`src/fault_defs.svh`:
```
/*
 * Offsets, field positions, reset values and counts of the fault latch and mask bank.
 * Assumes the includer is a design file of the fault latch and mask block.
 */
// How it works
// [RULE_01] Supply fault latch at DC, resets zero.
// [RULE_02] Bit seven flags any logged change.
// [RULE_03] Bits six to zero hold supply faults.
// [RULE_04] Input fault latch at DD, top bits reserved.
// [RULE_05] Bits three to zero flag logic input changes.
// [RULE_06] Bit four flags watchdog output changes.
// [RULE_07] Supply mask 9D, resets zero, bit 7 unused.
// [RULE_08] Masked supply ignored, its flag stays zero.
// [RULE_09] Input mask 9E, resets zero, bits 7-5 unused.
// [RULE_10] Masked watchdog or logic input changes not logged.
// [RULE_11] Reading input fault latch clears both latches.
// [RULE_12] Summary flag itself can never be masked.
// [RULE_13] Supply change either way sets summary, freezes contents.
// [RULE_14] Event during clearing read wins and stays.
// [RULE_15] Levels sampled each clock, compared with previous.
`ifndef FAULT_DEFS_SVH
`define FAULT_DEFS_SVH

// ----------------------------------------------------------------------------
// Register offsets
// ----------------------------------------------------------------------------
`define SUPPLY_ERROR_MASK_ADDR   8'h9D
`define INPUT_ERROR_MASK_ADDR    8'h9E
`define SUPPLY_FAULT_LATCH_ADDR  8'hDC
`define INPUT_FAULT_LATCH_ADDR   8'hDD

// ----------------------------------------------------------------------------
// Reset values and field layout
// ----------------------------------------------------------------------------
`define FAULT_REG_RESET          8'h00
`define SUMMARY_BIT              7
`define SUPPLY_COUNT             7
`define LOGIC_INPUT_COUNT        4
`define WATCHDOG_BIT             4
`define INPUT_FIELD_WIDTH        5
`define SUPPLY_MASK_USED         8'h7F
`define INPUT_MASK_USED          8'h1F

`endif

```
`src/fault_pkg.sv`:
```
/*
 * Types shared by the fault latch and mask block.
 * Assumes nothing beyond a SystemVerilog compiler.
 */
package fault_pkg;

    // ------------------------------------------------------------------------
    // Register port request
    // ------------------------------------------------------------------------
    typedef struct packed {
        logic [7:0] addr;
        logic       wr;
        logic       rd;
        logic [7:0] wdata;
    } reg_req_s;

    // ------------------------------------------------------------------------
    // Decoded register select
    // ------------------------------------------------------------------------
    typedef enum logic [2:0] {
        SEL_NONE         = 3'b000,
        SEL_SUPPLY_MASK  = 3'b001,
        SEL_INPUT_MASK   = 3'b010,
        SEL_SUPPLY_LATCH = 3'b011,
        SEL_INPUT_LATCH  = 3'b100
    } reg_sel_e;

endpackage

```
`src/level_change_detect.sv`:
```
/*
 * Synchronises a group of level inputs and flags each change of level.
 * Assumes inputs may come from outside the clock domain; outputs feed same-clock logic.
 */
`timescale 1ns/1ps
module level_change_detect #(
    parameter int WIDTH = 7
) (
    input  wire logic             sys_clk_i,
    input  wire logic             rst_i,
    input  wire logic [WIDTH-1:0] level_i,
    output logic      [WIDTH-1:0] level_o,
    output logic      [WIDTH-1:0] change_o
);

    generate
        if (WIDTH < 1) begin : g_bad_width
            $error("level_change_detect needs at least one input");
        end
    endgenerate

    logic [WIDTH-1:0] meta_q;
    logic [WIDTH-1:0] sync_q;
    logic [WIDTH-1:0] prev_q;
    logic [2:0]       primed_q;

    // A level that stands at reset reaches prev_q only on the third edge, so comparing
    // starts then and such a level is never reported as a change.
    always_ff @(posedge sys_clk_i or posedge rst_i) begin
        if (rst_i) begin
            meta_q   <= '0;
            sync_q   <= '0;
            prev_q   <= '0;
            primed_q <= '0;
        end else begin
            meta_q   <= level_i;
            sync_q   <= meta_q;
            prev_q   <= sync_q;
            primed_q <= {primed_q[1:0], 1'b1};
        end
    end

    assign level_o  = sync_q;
    assign change_o = (sync_q ^ prev_q) & {WIDTH{primed_q[2]}}; // [RULE_15]

endmodule

```
`src/mask_register.sv`:
```
/*
 * A read/write mask register whose unused bits are held at zero.
 * Assumes the write strobe is a one-cycle pulse on the same clock.
 */
`timescale 1ns/1ps
module mask_register #(
    parameter int         WIDTH     = 8,
    parameter logic [7:0] USED_BITS = 8'hFF
) (
    input  wire logic             sys_clk_i,
    input  wire logic             rst_i,
    input  wire logic             wr_en_i,
    input  wire logic [WIDTH-1:0] wdata_i,
    output logic      [WIDTH-1:0] q_o
);

    generate
        if (WIDTH != 8) begin : g_bad_width
            $error("mask_register serves byte-wide registers only");
        end
    endgenerate

    logic [WIDTH-1:0] mask_q;

    always_ff @(posedge sys_clk_i or posedge rst_i) begin
        if (rst_i) begin
            mask_q <= '0;
        end else if (wr_en_i) begin
            mask_q <= wdata_i & USED_BITS;
        end
    end

    assign q_o = mask_q;

endmodule

```
`src/fault_latch_and_mask.sv`:
```
/*
 * Fault latch and mask register bank of a supply supervisor.
 * Assumes the serial register interface delivers one-cycle read and write
 * strobes on sys_clk_i, and that detector and logic input levels may be asynchronous.
 */
`timescale 1ns/1ps
`include "fault_defs.svh"
module fault_latch_and_mask (
    input  wire logic                     sys_clk_i,
    input  wire logic                     rst_i,
    input  wire fault_pkg::reg_req_s      reg_req_i,
    input  wire logic [`SUPPLY_COUNT-1:0] supply_fault_detector_i,
    input  wire logic [`LOGIC_INPUT_COUNT-1:0] general_logic_input_i,
    input  wire logic                     watchdog_detector_output_i,
    output logic [7:0]                    reg_rdata_o,
    output logic                          reg_rvalid_o,
    output logic                          summary_change_flag_o
);

    // ------------------------------------------------------------------------
    // Layout checks
    // ------------------------------------------------------------------------
    // Both latch views are built byte-wide, so the field counts must fill them.
    generate
        if ((`SUPPLY_COUNT + 1) != 8) begin : g_bad_supply_count
            $error("supply latch needs seven flags below the summary");
        end
        if ((`INPUT_FIELD_WIDTH + 3) != 8) begin : g_bad_input_field
            $error("input latch needs five flags below three reserved bits");
        end
        if (`WATCHDOG_BIT != `LOGIC_INPUT_COUNT) begin : g_bad_watchdog_bit
            $error("watchdog flag must sit just above the logic input flags");
        end
    endgenerate

    // ------------------------------------------------------------------------
    // Address decode
    // ------------------------------------------------------------------------
    function automatic fault_pkg::reg_sel_e decode_addr(input logic [7:0] addr);
        case (addr)
            `SUPPLY_ERROR_MASK_ADDR:  decode_addr = fault_pkg::SEL_SUPPLY_MASK;
            `INPUT_ERROR_MASK_ADDR:   decode_addr = fault_pkg::SEL_INPUT_MASK;
            `SUPPLY_FAULT_LATCH_ADDR: decode_addr = fault_pkg::SEL_SUPPLY_LATCH;
            `INPUT_FAULT_LATCH_ADDR:  decode_addr = fault_pkg::SEL_INPUT_LATCH;
            default:                  decode_addr = fault_pkg::SEL_NONE;
        endcase
    endfunction

    fault_pkg::reg_sel_e sel;
    logic                wr_supply_mask;
    logic                wr_input_mask;
    logic                clear_read;

    assign sel            = decode_addr(reg_req_i.addr);
    assign wr_supply_mask = reg_req_i.wr && (sel == fault_pkg::SEL_SUPPLY_MASK);
    assign wr_input_mask  = reg_req_i.wr && (sel == fault_pkg::SEL_INPUT_MASK);
    assign clear_read     = reg_req_i.rd && (sel == fault_pkg::SEL_INPUT_LATCH); // [RULE_11]

    // ------------------------------------------------------------------------
    // Mask registers
    // ------------------------------------------------------------------------
    logic [7:0] supply_error_mask;
    logic [7:0] input_error_mask;

    mask_register #(
        .WIDTH     (8),
        .USED_BITS (`SUPPLY_MASK_USED)
    ) u_supply_mask (
        .sys_clk_i (sys_clk_i),
        .rst_i     (rst_i),
        .wr_en_i   (wr_supply_mask), // [RULE_07]
        .wdata_i   (reg_req_i.wdata),
        .q_o       (supply_error_mask)
    );

    mask_register #(
        .WIDTH     (8),
        .USED_BITS (`INPUT_MASK_USED)
    ) u_input_mask (
        .sys_clk_i (sys_clk_i),
        .rst_i     (rst_i),
        .wr_en_i   (wr_input_mask), // [RULE_09]
        .wdata_i   (reg_req_i.wdata),
        .q_o       (input_error_mask)
    );

    // ------------------------------------------------------------------------
    // Sampling and change detection
    // ------------------------------------------------------------------------
    logic [`SUPPLY_COUNT-1:0]      supply_level;
    logic [`SUPPLY_COUNT-1:0]      supply_change;
    logic [`INPUT_FIELD_WIDTH-1:0] input_level;
    logic [`INPUT_FIELD_WIDTH-1:0] input_change;

    level_change_detect #(
        .WIDTH     (`SUPPLY_COUNT)
    ) u_supply_detect (
        .sys_clk_i (sys_clk_i),
        .rst_i     (rst_i),
        .level_i   (supply_fault_detector_i),
        .level_o   (supply_level),
        .change_o  (supply_change)
    );

    // Watchdog sits above the four logic inputs, matching the latch layout.
    level_change_detect #(
        .WIDTH     (`INPUT_FIELD_WIDTH)
    ) u_input_detect (
        .sys_clk_i (sys_clk_i),
        .rst_i     (rst_i),
        .level_i   ({watchdog_detector_output_i, general_logic_input_i}),
        .level_o   (input_level),
        .change_o  (input_change)
    );

    // ------------------------------------------------------------------------
    // Event qualification
    // ------------------------------------------------------------------------
    logic [`SUPPLY_COUNT-1:0]      supply_event;
    logic [`SUPPLY_COUNT-1:0]      supply_masked_level;
    logic [`INPUT_FIELD_WIDTH-1:0] input_event;
    logic                          any_event;

    assign supply_event        = supply_change & ~supply_error_mask[`SUPPLY_COUNT-1:0]; // [RULE_13]
    assign supply_masked_level = supply_level & ~supply_error_mask[`SUPPLY_COUNT-1:0]; // [RULE_08]
    assign input_event         = input_change & ~input_error_mask[`INPUT_FIELD_WIDTH-1:0]; // [RULE_10]
    // Mask bit 7 is never consulted, so the summary cannot be masked.
    assign any_event           = (|supply_event) || (|input_event); // [RULE_12]

    // ------------------------------------------------------------------------
    // Fault latches
    // ------------------------------------------------------------------------
    logic                          summary_q;
    logic                          summary_d;
    logic [`SUPPLY_COUNT-1:0]      supply_snap_q;
    logic [`SUPPLY_COUNT-1:0]      supply_snap_d;
    logic [`INPUT_FIELD_WIDTH-1:0] input_flags_q;
    logic [`INPUT_FIELD_WIDTH-1:0] input_flags_d;
    logic                          capture;

    // Only the first event after a clear takes a snapshot; later ones leave it frozen
    // so that software sees the supply state that caused the report.
    assign capture       = any_event && (!summary_q || clear_read); // [RULE_13]
    assign summary_d     = any_event || (summary_q && !clear_read); // [RULE_02] [RULE_14]
    assign supply_snap_d = capture ? supply_masked_level :
                           (clear_read ? '0 : supply_snap_q); // [RULE_03]
    assign input_flags_d = input_event | (clear_read ? '0 : input_flags_q); // [RULE_05] [RULE_06]

    always_ff @(posedge sys_clk_i or posedge rst_i) begin
        if (rst_i) begin
            summary_q     <= 1'b0;
            supply_snap_q <= '0;
            input_flags_q <= '0;
        end else begin
            summary_q     <= summary_d;
            supply_snap_q <= supply_snap_d;
            input_flags_q <= input_flags_d;
        end
    end

    // ------------------------------------------------------------------------
    // Read path
    // ------------------------------------------------------------------------
    logic [7:0] supply_latch_view;
    logic [7:0] input_latch_view;
    logic [7:0] read_mux;
    logic [7:0] rdata_q;
    logic       rvalid_q;
    logic       summary_out_q;

    assign supply_latch_view = {summary_q, supply_snap_q}; // [RULE_01]
    assign input_latch_view  = {3'h0, input_flags_q}; // [RULE_04]

    always_comb begin
        case (sel)
            fault_pkg::SEL_SUPPLY_MASK:  read_mux = supply_error_mask;
            fault_pkg::SEL_INPUT_MASK:   read_mux = input_error_mask;
            fault_pkg::SEL_SUPPLY_LATCH: read_mux = supply_latch_view;
            fault_pkg::SEL_INPUT_LATCH:  read_mux = input_latch_view;
            default:                     read_mux = `FAULT_REG_RESET;
        endcase
    end

    always_ff @(posedge sys_clk_i or posedge rst_i) begin
        if (rst_i) begin
            rdata_q       <= `FAULT_REG_RESET;
            rvalid_q      <= 1'b0;
            summary_out_q <= 1'b0;
        end else begin
            rdata_q       <= reg_req_i.rd ? read_mux : rdata_q;
            rvalid_q      <= reg_req_i.rd;
            summary_out_q <= summary_d;
        end
    end

    assign reg_rdata_o           = rdata_q;
    assign reg_rvalid_o          = rvalid_q;
    assign summary_change_flag_o = summary_out_q;

    // ------------------------------------------------------------------------
    // Checks
    // ------------------------------------------------------------------------
    AST_SUPPLY_LATCH_READ: assert property (@(posedge sys_clk_i) disable iff (rst_i) // [RULE_01]
        reg_req_i.rd && sel == fault_pkg::SEL_SUPPLY_LATCH
        |=> reg_rvalid_o && reg_rdata_o == $past({summary_q, supply_snap_q}))
        else $error("supply fault latch read returned wrong data");

    AST_SUMMARY_SET: assert property (@(posedge sys_clk_i) disable iff (rst_i) // [RULE_02]
        any_event |=> summary_q ##1 (summary_q || $past(clear_read)))
        else $error("summary flag missed a logged change");

    AST_SNAPSHOT_TAKEN: assert property (@(posedge sys_clk_i) disable iff (rst_i) // [RULE_03]
        any_event && !summary_q
        |=> supply_snap_q == $past(supply_level & ~supply_error_mask[6:0]))
        else $error("supply snapshot not taken at first event");

    AST_INPUT_RESERVED: assert property (@(posedge sys_clk_i) disable iff (rst_i) // [RULE_04]
        reg_req_i.rd && sel == fault_pkg::SEL_INPUT_LATCH |=> reg_rdata_o[7:5] == 3'h0)
        else $error("reserved input latch bits read nonzero");

    AST_LOGIC_INPUT_LOGGED: assert property (@(posedge sys_clk_i) disable iff (rst_i) // [RULE_05]
        |(input_change[3:0] & ~input_error_mask[3:0])
        |=> (input_flags_q[3:0] & $past(input_change[3:0] & ~input_error_mask[3:0]))
            == $past(input_change[3:0] & ~input_error_mask[3:0]))
        else $error("logic input change not logged");

    AST_WATCHDOG_LOGGED: assert property (@(posedge sys_clk_i) disable iff (rst_i) // [RULE_06]
        input_change[4] && !input_error_mask[4] |=> input_flags_q[4] && summary_q)
        else $error("watchdog change not logged");

    AST_SUPPLY_MASK_WRITE: assert property (@(posedge sys_clk_i) disable iff (rst_i) // [RULE_07]
        wr_supply_mask |=> supply_error_mask == {1'b0, $past(reg_req_i.wdata[6:0])})
        else $error("supply mask write not stored");

    AST_SUPPLY_MASKED_ZERO: assert property (@(posedge sys_clk_i) disable iff (rst_i) // [RULE_08]
        capture |=> (supply_snap_q & $past(supply_error_mask[6:0])) == 7'h00)
        else $error("masked supply flag latched as set");

    AST_INPUT_MASK_WRITE: assert property (@(posedge sys_clk_i) disable iff (rst_i) // [RULE_09]
        wr_input_mask |=> input_error_mask == {3'h0, $past(reg_req_i.wdata[4:0])})
        else $error("input mask write not stored");

    AST_MASKED_INPUT_IGNORED: assert property (@(posedge sys_clk_i) disable iff (rst_i) // [RULE_10]
        (input_flags_q & ~$past(input_flags_q) & $past(input_error_mask[4:0])) == 5'h00)
        else $error("masked input change was logged");

    AST_CLEAR_ON_READ: assert property (@(posedge sys_clk_i) disable iff (rst_i) // [RULE_11]
        clear_read && !any_event |=> !summary_q && input_flags_q == 5'h00 && supply_snap_q == 7'h00)
        else $error("reading input fault latch did not clear latches");

    AST_EVENT_BEATS_CLEAR: assert property (@(posedge sys_clk_i) disable iff (rst_i) // [RULE_14]
        clear_read && any_event |=> summary_q && summary_change_flag_o)
        else $error("event lost in clearing read cycle");

    // ------------------------------------------------------------------------
    // Register map and hold checks
    // ------------------------------------------------------------------------
    AST_READ_ANSWER: assert property (@(posedge sys_clk_i) disable iff (rst_i) // [RULE_01]
        reg_rvalid_o == $past(reg_req_i.rd))
        else $error("read answer not one cycle after strobe");

    AST_INPUT_LATCH_READ: assert property (@(posedge sys_clk_i) disable iff (rst_i) // [RULE_05]
        reg_req_i.rd && sel == fault_pkg::SEL_INPUT_LATCH
        |=> reg_rdata_o == $past(input_latch_view))
        else $error("input fault latch read returned wrong data");

    AST_SUPPLY_MASK_READ: assert property (@(posedge sys_clk_i) disable iff (rst_i) // [RULE_07]
        reg_req_i.rd && sel == fault_pkg::SEL_SUPPLY_MASK
        |=> reg_rdata_o == $past(supply_error_mask))
        else $error("supply mask read returned wrong data");

    AST_INPUT_MASK_READ: assert property (@(posedge sys_clk_i) disable iff (rst_i) // [RULE_09]
        reg_req_i.rd && sel == fault_pkg::SEL_INPUT_MASK
        |=> reg_rdata_o == $past(input_error_mask))
        else $error("input mask read returned wrong data");

    AST_SUPPLY_MASK_TOP: assert property (@(posedge sys_clk_i) disable iff (rst_i) // [RULE_07]
        supply_error_mask[7] == 1'b0)
        else $error("unused supply mask bit set");

    AST_INPUT_MASK_TOP: assert property (@(posedge sys_clk_i) disable iff (rst_i) // [RULE_09]
        input_error_mask[7:5] == 3'h0)
        else $error("unused input mask bits set");

    AST_LATCH_HOLDS: assert property (@(posedge sys_clk_i) disable iff (rst_i) // [RULE_13]
        !any_event && !clear_read
        |=> $stable(summary_q) && $stable(input_flags_q) && $stable(supply_snap_q))
        else $error("latch changed without event or clear");

    AST_SNAPSHOT_FROZEN: assert property (@(posedge sys_clk_i) disable iff (rst_i) // [RULE_13]
        summary_q && !clear_read |=> $stable(supply_snap_q))
        else $error("supply snapshot moved before clearing read");

    AST_MASKED_NO_SUMMARY: assert property (@(posedge sys_clk_i) disable iff (rst_i) // [RULE_08]
        !summary_q && ((supply_change & ~supply_error_mask[6:0]) == 7'h00)
        && ((input_change & ~input_error_mask[4:0]) == 5'h00) |=> !summary_q)
        else $error("summary set with only masked changes");

    AST_SUPPLY_READ_KEEPS: assert property (@(posedge sys_clk_i) disable iff (rst_i) // [RULE_11]
        reg_req_i.rd && sel == fault_pkg::SEL_SUPPLY_LATCH && summary_q |=> summary_q)
        else $error("supply fault latch read cleared the summary");

    AST_EVENT_SNAPSHOT: assert property (@(posedge sys_clk_i) disable iff (rst_i) // [RULE_14]
        clear_read && any_event |=> supply_snap_q == $past(supply_masked_level)
        && input_flags_q == $past(input_event))
        else $error("event in clearing read cycle not captured alone");

endmodule

```
`config.mk`:
```
export PLATFORM = sky130hd
export DESIGN_NAME = fault_latch_and_mask
export DESIGN_NICKNAME = d
export VERILOG_FILES = /design/src/fault_pkg.sv /design/src/level_change_detect.sv /design/src/mask_register.sv /design/src/fault_latch_and_mask.sv
export VERILOG_INCLUDE_DIRS = /design/src /design/src/src
export SDC_FILE = /design/constraint.sdc
export NUM_CORES = 1
export LEC_CHECK = 0
export ABC_AREA = 1
export BUFFER_PORTS_ARGS = -buffer_cell sky130_fd_sc_hd__buf_4
export CAP_MARGIN = 20
export CELL_PAD_IN_SITES_DETAIL_PLACEMENT = 1
export CELL_PAD_IN_SITES_GLOBAL_PLACEMENT = 1
export CORE_MARGIN = 5
export CORE_UTILIZATION = 30
export DETAILED_ROUTE_END_ITERATION = 8
export MAX_ROUTING_LAYER = met4
export PLACE_DENSITY = 0.59
export SYNTH_ARGS = -nofsm -noshare
export SYNTH_HDL_FRONTEND = slang
export SYNTH_HIERARCHICAL = 1
export SYNTH_SLANG_ARGS = --single-unit
```
`constraint.sdc`:
```
create_clock -name sys_clk_i -period 1.8 [get_ports sys_clk_i]
set_input_delay 0 -clock sys_clk_i [delete_from_list [all_inputs] [get_ports sys_clk_i]]
set_output_delay 0 -clock sys_clk_i [all_outputs]
set_load 0.05 [all_outputs]
```
=== After elaboration in Yosys (flattened, before gate mapping) ===
Index checks and enable logic that the tools add are counted.

* Eq/ne operators: 8
* Muxes and demuxes: 5
* Bitwise operators: 10
* Reductions and logical operators: 13

{| class="wikitable"
|+ Operators with widths
! kind !! number
|-
| == test 8 bit (second input constant) || 4
|-
| one-hot mux 8 bit (4 select lines) || 1
|-
| bitwise AND 7 bit || 3
|-
| 2-to-1 mux 7 bit || 2
|-
| one-hot mux 3 bit (4 select lines) || 1
|-
| bitwise AND 5 bit || 2
|-
| inverter 7 bit || 1
|-
| OR reduction 7 bit || 1
|-
| XOR 7 bit || 1
|-
| == test 3 x 2 -> 1 bit (second input constant) || 2
|-
| logical AND 1 bit || 5
|-
| 2-to-1 mux 5 bit || 1
|-
| inverter 5 bit || 1
|-
| OR 5 bit || 1
|-
| OR reduction 5 bit || 1
|-
| XOR 5 bit || 1
|-
| == test 3 x 1 -> 1 bit (second input constant) || 1
|-
| == test 3 bit (second input constant) || 1
|-
| logical OR 1 bit || 3
|-
| zero test 1 bit || 2
|-
| nonzero test 2 bit || 1
|}

* Register bits after elaboration: 76

=== Longest topological paths before layout ===
* Depth in word-level cells: 7
* Mapped depth: 10
* Depth with buffers taken out: 10

=== Modules after synthesis ===
The synthesis kept the hierarchy.

{| class="wikitable"
|+ By module, submodules not included
! module !! instances !! cells an instance !! area each (um2)
|-
| fault_latch_and_mask || 1 || 186 || 1380.1
|-
| level_change_detect at u_supply_detect || 1 || 54 || 713.2
|-
| level_change_detect at u_input_detect || 1 || 40 || 533.0
|-
| mask_register at u_supply_mask || 1 || 33 || 284.0
|-
| mask_register at u_input_mask || 1 || 26 || 215.2
|}

=== Worst setup path after synthesis ===
OpenSTA, ideal clock, no wires.

* Path kind: register to register
* Start: register u_supply_detect.primed_q[2]
* End: register supply_snap_q[0]
* Library setup time: 0.065 ns
* Arrival: 1.109 ns
* Data required time: 1.735 ns
* Slack: 0.626 ns
* Cell stages (with the launch flop): 10
* Cells stage by stage: dfrtp_1 > nand2_1 > nor2_1 > nand2_1 > nand2_1 > nor2_4 > nand3_4 > nand2_4 > nand3_1 > nand2_1

* Word-level cells in the longest chain between the ends: 6
* Elaborated cells on any way between the ends: 7
* Classes of those cells: mux: 1; bitwise: 2; reduce/logical: 4

{| class="wikitable"
|+ Ends and longest elaborated chain
! element !! line !! text
|-
| from (decl) || level_change_detect.sv:25 || <nowiki>logic [2:0] primed_q;</nowiki>
|-
| from (signal assigned) || level_change_detect.sv:39 || <nowiki>primed_q <= {primed_q[1:0], 1'b1};</nowiki>
|-
| bitwise AND 7 bit (*) || level_change_detect.sv:44 || <nowiki>assign change_o = (sync_q ^ prev_q) & {WIDTH{primed_q[2]}};</nowiki>
|-
| via supply_change[3] || fault_latch_and_mask.sv:91 || <nowiki>logic [`SUPPLY_COUNT-1:0] supply_change;</nowiki>
|-
| bitwise AND 7 bit (*) || fault_latch_and_mask.sv:124 || <nowiki>assign supply_event = supply_change & ~supply_error_mask[`SUPPLY_COUNT-1:0];</nowiki>
|-
| OR reduction 7 bit (*) || fault_latch_and_mask.sv:128 || <nowiki>assign any_event = (|supply_event) || (|input_event);</nowiki>
|-
| logical OR 1 bit (*) || fault_latch_and_mask.sv:128 ||
|-
| logical AND 1 bit (*) || fault_latch_and_mask.sv:143 || <nowiki>assign capture = any_event && (!summary_q || clear_read);</nowiki>
|-
| 2-to-1 mux 7 bit or nonzero test 2 bit (tied branches) || n/a ||
|-
| to (signal assigned) || fault_latch_and_mask.sv:156 || <nowiki>supply_snap_q <= supply_snap_d;</nowiki>
|-
| to (decl) || fault_latch_and_mask.sv:135 || <nowiki>logic [`SUPPLY_COUNT-1:0] supply_snap_q;</nowiki>
|}

Mark *: on every way through the listed nets, which the timed path passes. The rest lies on a longest branch.
A chain may end at the register's enable or synchronous reset.

=== Final worst setup path ===
* Start: register u_supply_detect.primed_q[2]
* End: register supply_snap_q[5]

Same word-level chain as after synthesis.

==> flow_summary_export.csv <==
group,metric,value,unit
detailed_routing,drtIter0Drc,62,
sta,setup_viol,0,
logic_synthesis,avgSynthCellArea,9.220,um^2
layout,drive_gt1_frac,0.1966,
clock_network,cts_setup_buffers,0,
clock_network,cts_buffers,9,
power,power,3.705,mW
critical_path,crit_type,"reg -> reg",
place,portBuffers,40,
layout,regArea,0.001902,mm^2
power,net-switching-power,876.8,uW
critical_path,slowest_delay,0.46,ns
die,core_area,0.01023,mm^2
layout,multi_input_area,0.001049,mm^2
global_route,busiest_layer,"met2",
logic_synthesis,synth_cell_types,19,
detailed_routing,vias,2353,
clock_network,clock-sinks,76,
layout,antenna_cells,0,
sta,period_share,0.7534,
sta,hold_viol,0,
clock_network,clk_pin_slew,0.08,ns
clock_network,clk_path_buf_depth,2,
global_route,grt_pass1_wl,12.55,mm
logic_synthesis,netlist_area,0.003125,mm^2
detailed_routing,drtAntennaViolNets,0,
detailed_routing,drtPass1Iterations,4,
power,seqPwrFrac,0.494,
power,peakVddDrop,0.0005014,V
critical_path,cp_num_buf_inv,0,
place,gp_congestion,0.7471,
logic_synthesis,synth_top_cell_by_area,"dfrtp_1",
die,io-pin-count,42,
critical_path,cp_top_family,"simple AND/OR/NAND/NOR gates",
logic_synthesis,synth_cells,339,
sta,fmaxAchievable,737.4,MHz
critical_path,worstPathMaxFanout,8,
power,power_density,925.1,mW/mm^2
die,dieArea,0.01256,mm^2
sta,rsz0062_at_grt,"false",
critical_path,required,2.08,ns
global_route,grt_overflow,0,
global_route,met3_usage,0.02749,
layout,final.fill_count,1176,
die,fp.dieH,112.1,um
sta,final.setup.tns,0,ns
layout,finalNonFillerCells,548,
clock_network,insertion_delay,0.35,ns
global_route,grt_pass1_vias,2543,
global_route,met2_usage,0.2106,
critical_path,cp.arrival,1.64,ns
die,die_x,112.1,um
sta,worst_slew_pin_slew,0.8495,ns
power,clkPwrFrac,0.433,
place,hpwl,5.280,mm
global_route,grt_max_degree,25,
logic_synthesis,yosys.area.top_type_share,0.6085,
min_path,holdCritPathClass,"in -> reg",
place,dp_cells,511,
outcome,status,"completed",
layout,stdcell_area,0.004005,mm^2
power,intPower,2.828,mW
detailed_routing,post_drt_wl_per_cell,13.34,um
global_route,grt_antenna_before_repair,0,
critical_path,worstPathCellList,"nand2_1, nor2_1, nand2_1, nand2_1, nor2_4, nand3_4, nand2_4, nand3_1, nand2_1",
detailed_routing,drc,0,
logic_synthesis,ys_warn_count,6,
critical_path,start_kind,"flip-flop",
clock_network,tritoncts,"yes",
die,initial_core_util,0.3055,
power,leakagePower,2.044,nW
sta,clock_skew,0.007279,ns
critical_path,endpoint_kind,"flip-flop",
detailed_routing,drt_wl_total,7.311,mm
detailed_routing,vias_per_cell,4.294,
logic_synthesis,yosysSeqAreaShare,0.6085,
logic_synthesis,synthTopCellsByArea,"dfrtp_1, nand2_1, nand3_1",
critical_path,path_common_cell,"nand2_1",
place,place_area,0.003548,mm^2
power,combPwrFrac,0.074,
sta,min_period,1.356,ns
die,fp-row-count,37,
run,cap_violations,0,
critical_path,crit_slowest_cell,"dfrtp_1",
clock_network,cts_max_level,3,
power,p_sw_frac,0.2366,
layout,area_growth,28.14,%
global_route,globalRouteMet1Util,0.1591,
global_route,grt_use_total,0.1289,
logic_synthesis,synth_seq_cells,76,
clock_network,cts-root-buf,"clkbuf_8",
layout,fin_nets,439,
sta,maxSlewViolCount,0,
sta,slew_headroom,0.4330,
-- Yosys cell counts --
| master | number |
|---|---|
| nand3_4 | 2 |
| dfrtp_1 | 76 |
| nand4_1 | 8 |
| nor2_2 | 2 |
| nor2_1 | 26 |
| buf_4 | 4 |
| conb_1 | 4 |
| nand2_1 | 132 |
| o21ai_1 | 5 |
| nor2_4 | 5 |
| inv_2 | 5 |
| buf_2 | 2 |
| nand2_4 | 3 |
| and2_2 | 1 |
| nor2_8 | 1 |
| inv_1 | 21 |
| nand2_2 | 2 |
| nand3_1 | 36 |
| buf_6 | 4 |
-- flip-flops by register name, summed over array words and instances, names as in the netlist --
register                  cells
reg_rdata_o                   8
supply_snap_q                 7
u_supply_detect/level_o       7
u_supply_detect/meta_q        7
u_supply_detect/prev_q        7
u_supply_mask/q_o             7
input_flags_q                 5
u_input_detect/level_o        5
u_input_detect/meta_q         5
u_input_detect/prev_q         5
u_input_mask/q_o              5
u_input_detect/primed_q       3
u_supply_detect/primed_q      3
reg_rvalid_o                  1
summary_change_flag_o         1
-- worst paths after layout --
path / slack, ns / cells after the start / end / from
min in group asynchronous: 0.14 / 3 / u_input_mask/q_o[1] / rst_i
max in group asynchronous: 0.85 / 3 / reg_rdata_o[7] / rst_i
worst min-delay path: 0.06 / 5 / u_supply_mask/q_o[6] / reg_req_i[9]
worst max register to register: 0.44 / 9 / supply_snap_q[5] / u_supply_detect/primed_q[2]
worst max-delay path: 0.44 / 9 / supply_snap_q[5] / u_supply_detect/primed_q[2]
worst min register to register: 0.35 / 0 / u_supply_detect/primed_q[2] / u_supply_detect/primed_q[1]
-- metrics by stage --
step / utilization / hold WS [ns] / setup slack (ns)
after floorplan: - / -0.2215 / 0.6260
after global placement: 0.3468 / -0.03164 / 0.4122
after detailed placement: 0.3468 / -0.03170 / 0.3425
after CTS: 0.3915 / 0.04385 / 0.4163
after global routing: 0.3915 / 0.06328 / 0.2799
final: 0.3915 / 0.05617 / 0.4439
-- cell usage in the layout (no fill, tap or decap) --
| master | count |
|---|---|
| o21ai_1 | 5 |
| dlygate4sd3_1 | 21 |
| nor2_2 | 2 |
| clkinvlp_4 | 2 |
| dfrtp_1 | 76 |
| nor2_8 | 1 |
| nand4_1 | 8 |
| nand3_1 | 36 |
| bufinv_16 | 3 |
| nand3_4 | 2 |
| conb_1 | 6 |
| nand2_1 | 132 |
| clkbuf_8 | 9 |
| inv_6 | 2 |
| inv_2 | 5 |
| buf_4 | 44 |
| nor2_1 | 26 |
| nand2_4 | 3 |
| nor2_4 | 5 |
| nand2_2 | 2 |
| and2_2 | 1 |
| inv_1 | 21 |
-- power by group through the flow --
stage	Sequential (mW)	Combinational, mW	Clock [mW]
after floorplan	1.85	0.152	0
after global placement	1.86	0.237	0
after detailed placement	1.86	0.243	0
after CTS	1.83	0.279	1.66
after global routing	1.84	0.310	1.74
final	1.83	0.273	1.60
-- cell type report --
type,count,share of cell area
Clock buffer,9,0.03093
Sequential cell,76,0.4749
Tap cell,136,0.04249
Timing Repair Buffer,65,0.1350
Multi-Input combinational cell,229,0.2618
Clock inverter,7,0.03062
Inverter,26,0.02437
-- metal layers --
metal / vias to the layer above / routed length (um) / part of all wire
met1: 1119 / 3378 / 0.46
met2: 47 / 3538 / 0.48
met5: - / 0 / 0
met4: 0 / 97 / 0.013
li1: 1179 / - / -
met3: 8 / 297 / 0.041
-- kinds of logic (layout without fill, tap and decap cells) --
kind of cell / count (synthesis) / after routing / synth area share
simple gates: 218 / 218 / 0.3203
flops: 76 / 76 / 0.6085
buf+inv: 36 / 107 / 0.05845
compound gates: 5 / 5 / 0.008005
other cells: 4 / 6 / 0.004802
-- worst min-delay path, delay by kind of cell --
kind / cells / cell delay (ns)
buffers and inverters: 2 / 0.17
and+or+nand+nor: 3 / 0.21
-- timing repair --
item / in CTS / in global routing
hold buffers: 21 / 0
setup endpoints to repair: 0 / 0
gates resized for setup: 0 / 0
endpoints found under the hold margin: 108 / 0
Power figures use the tool's default switching activity.
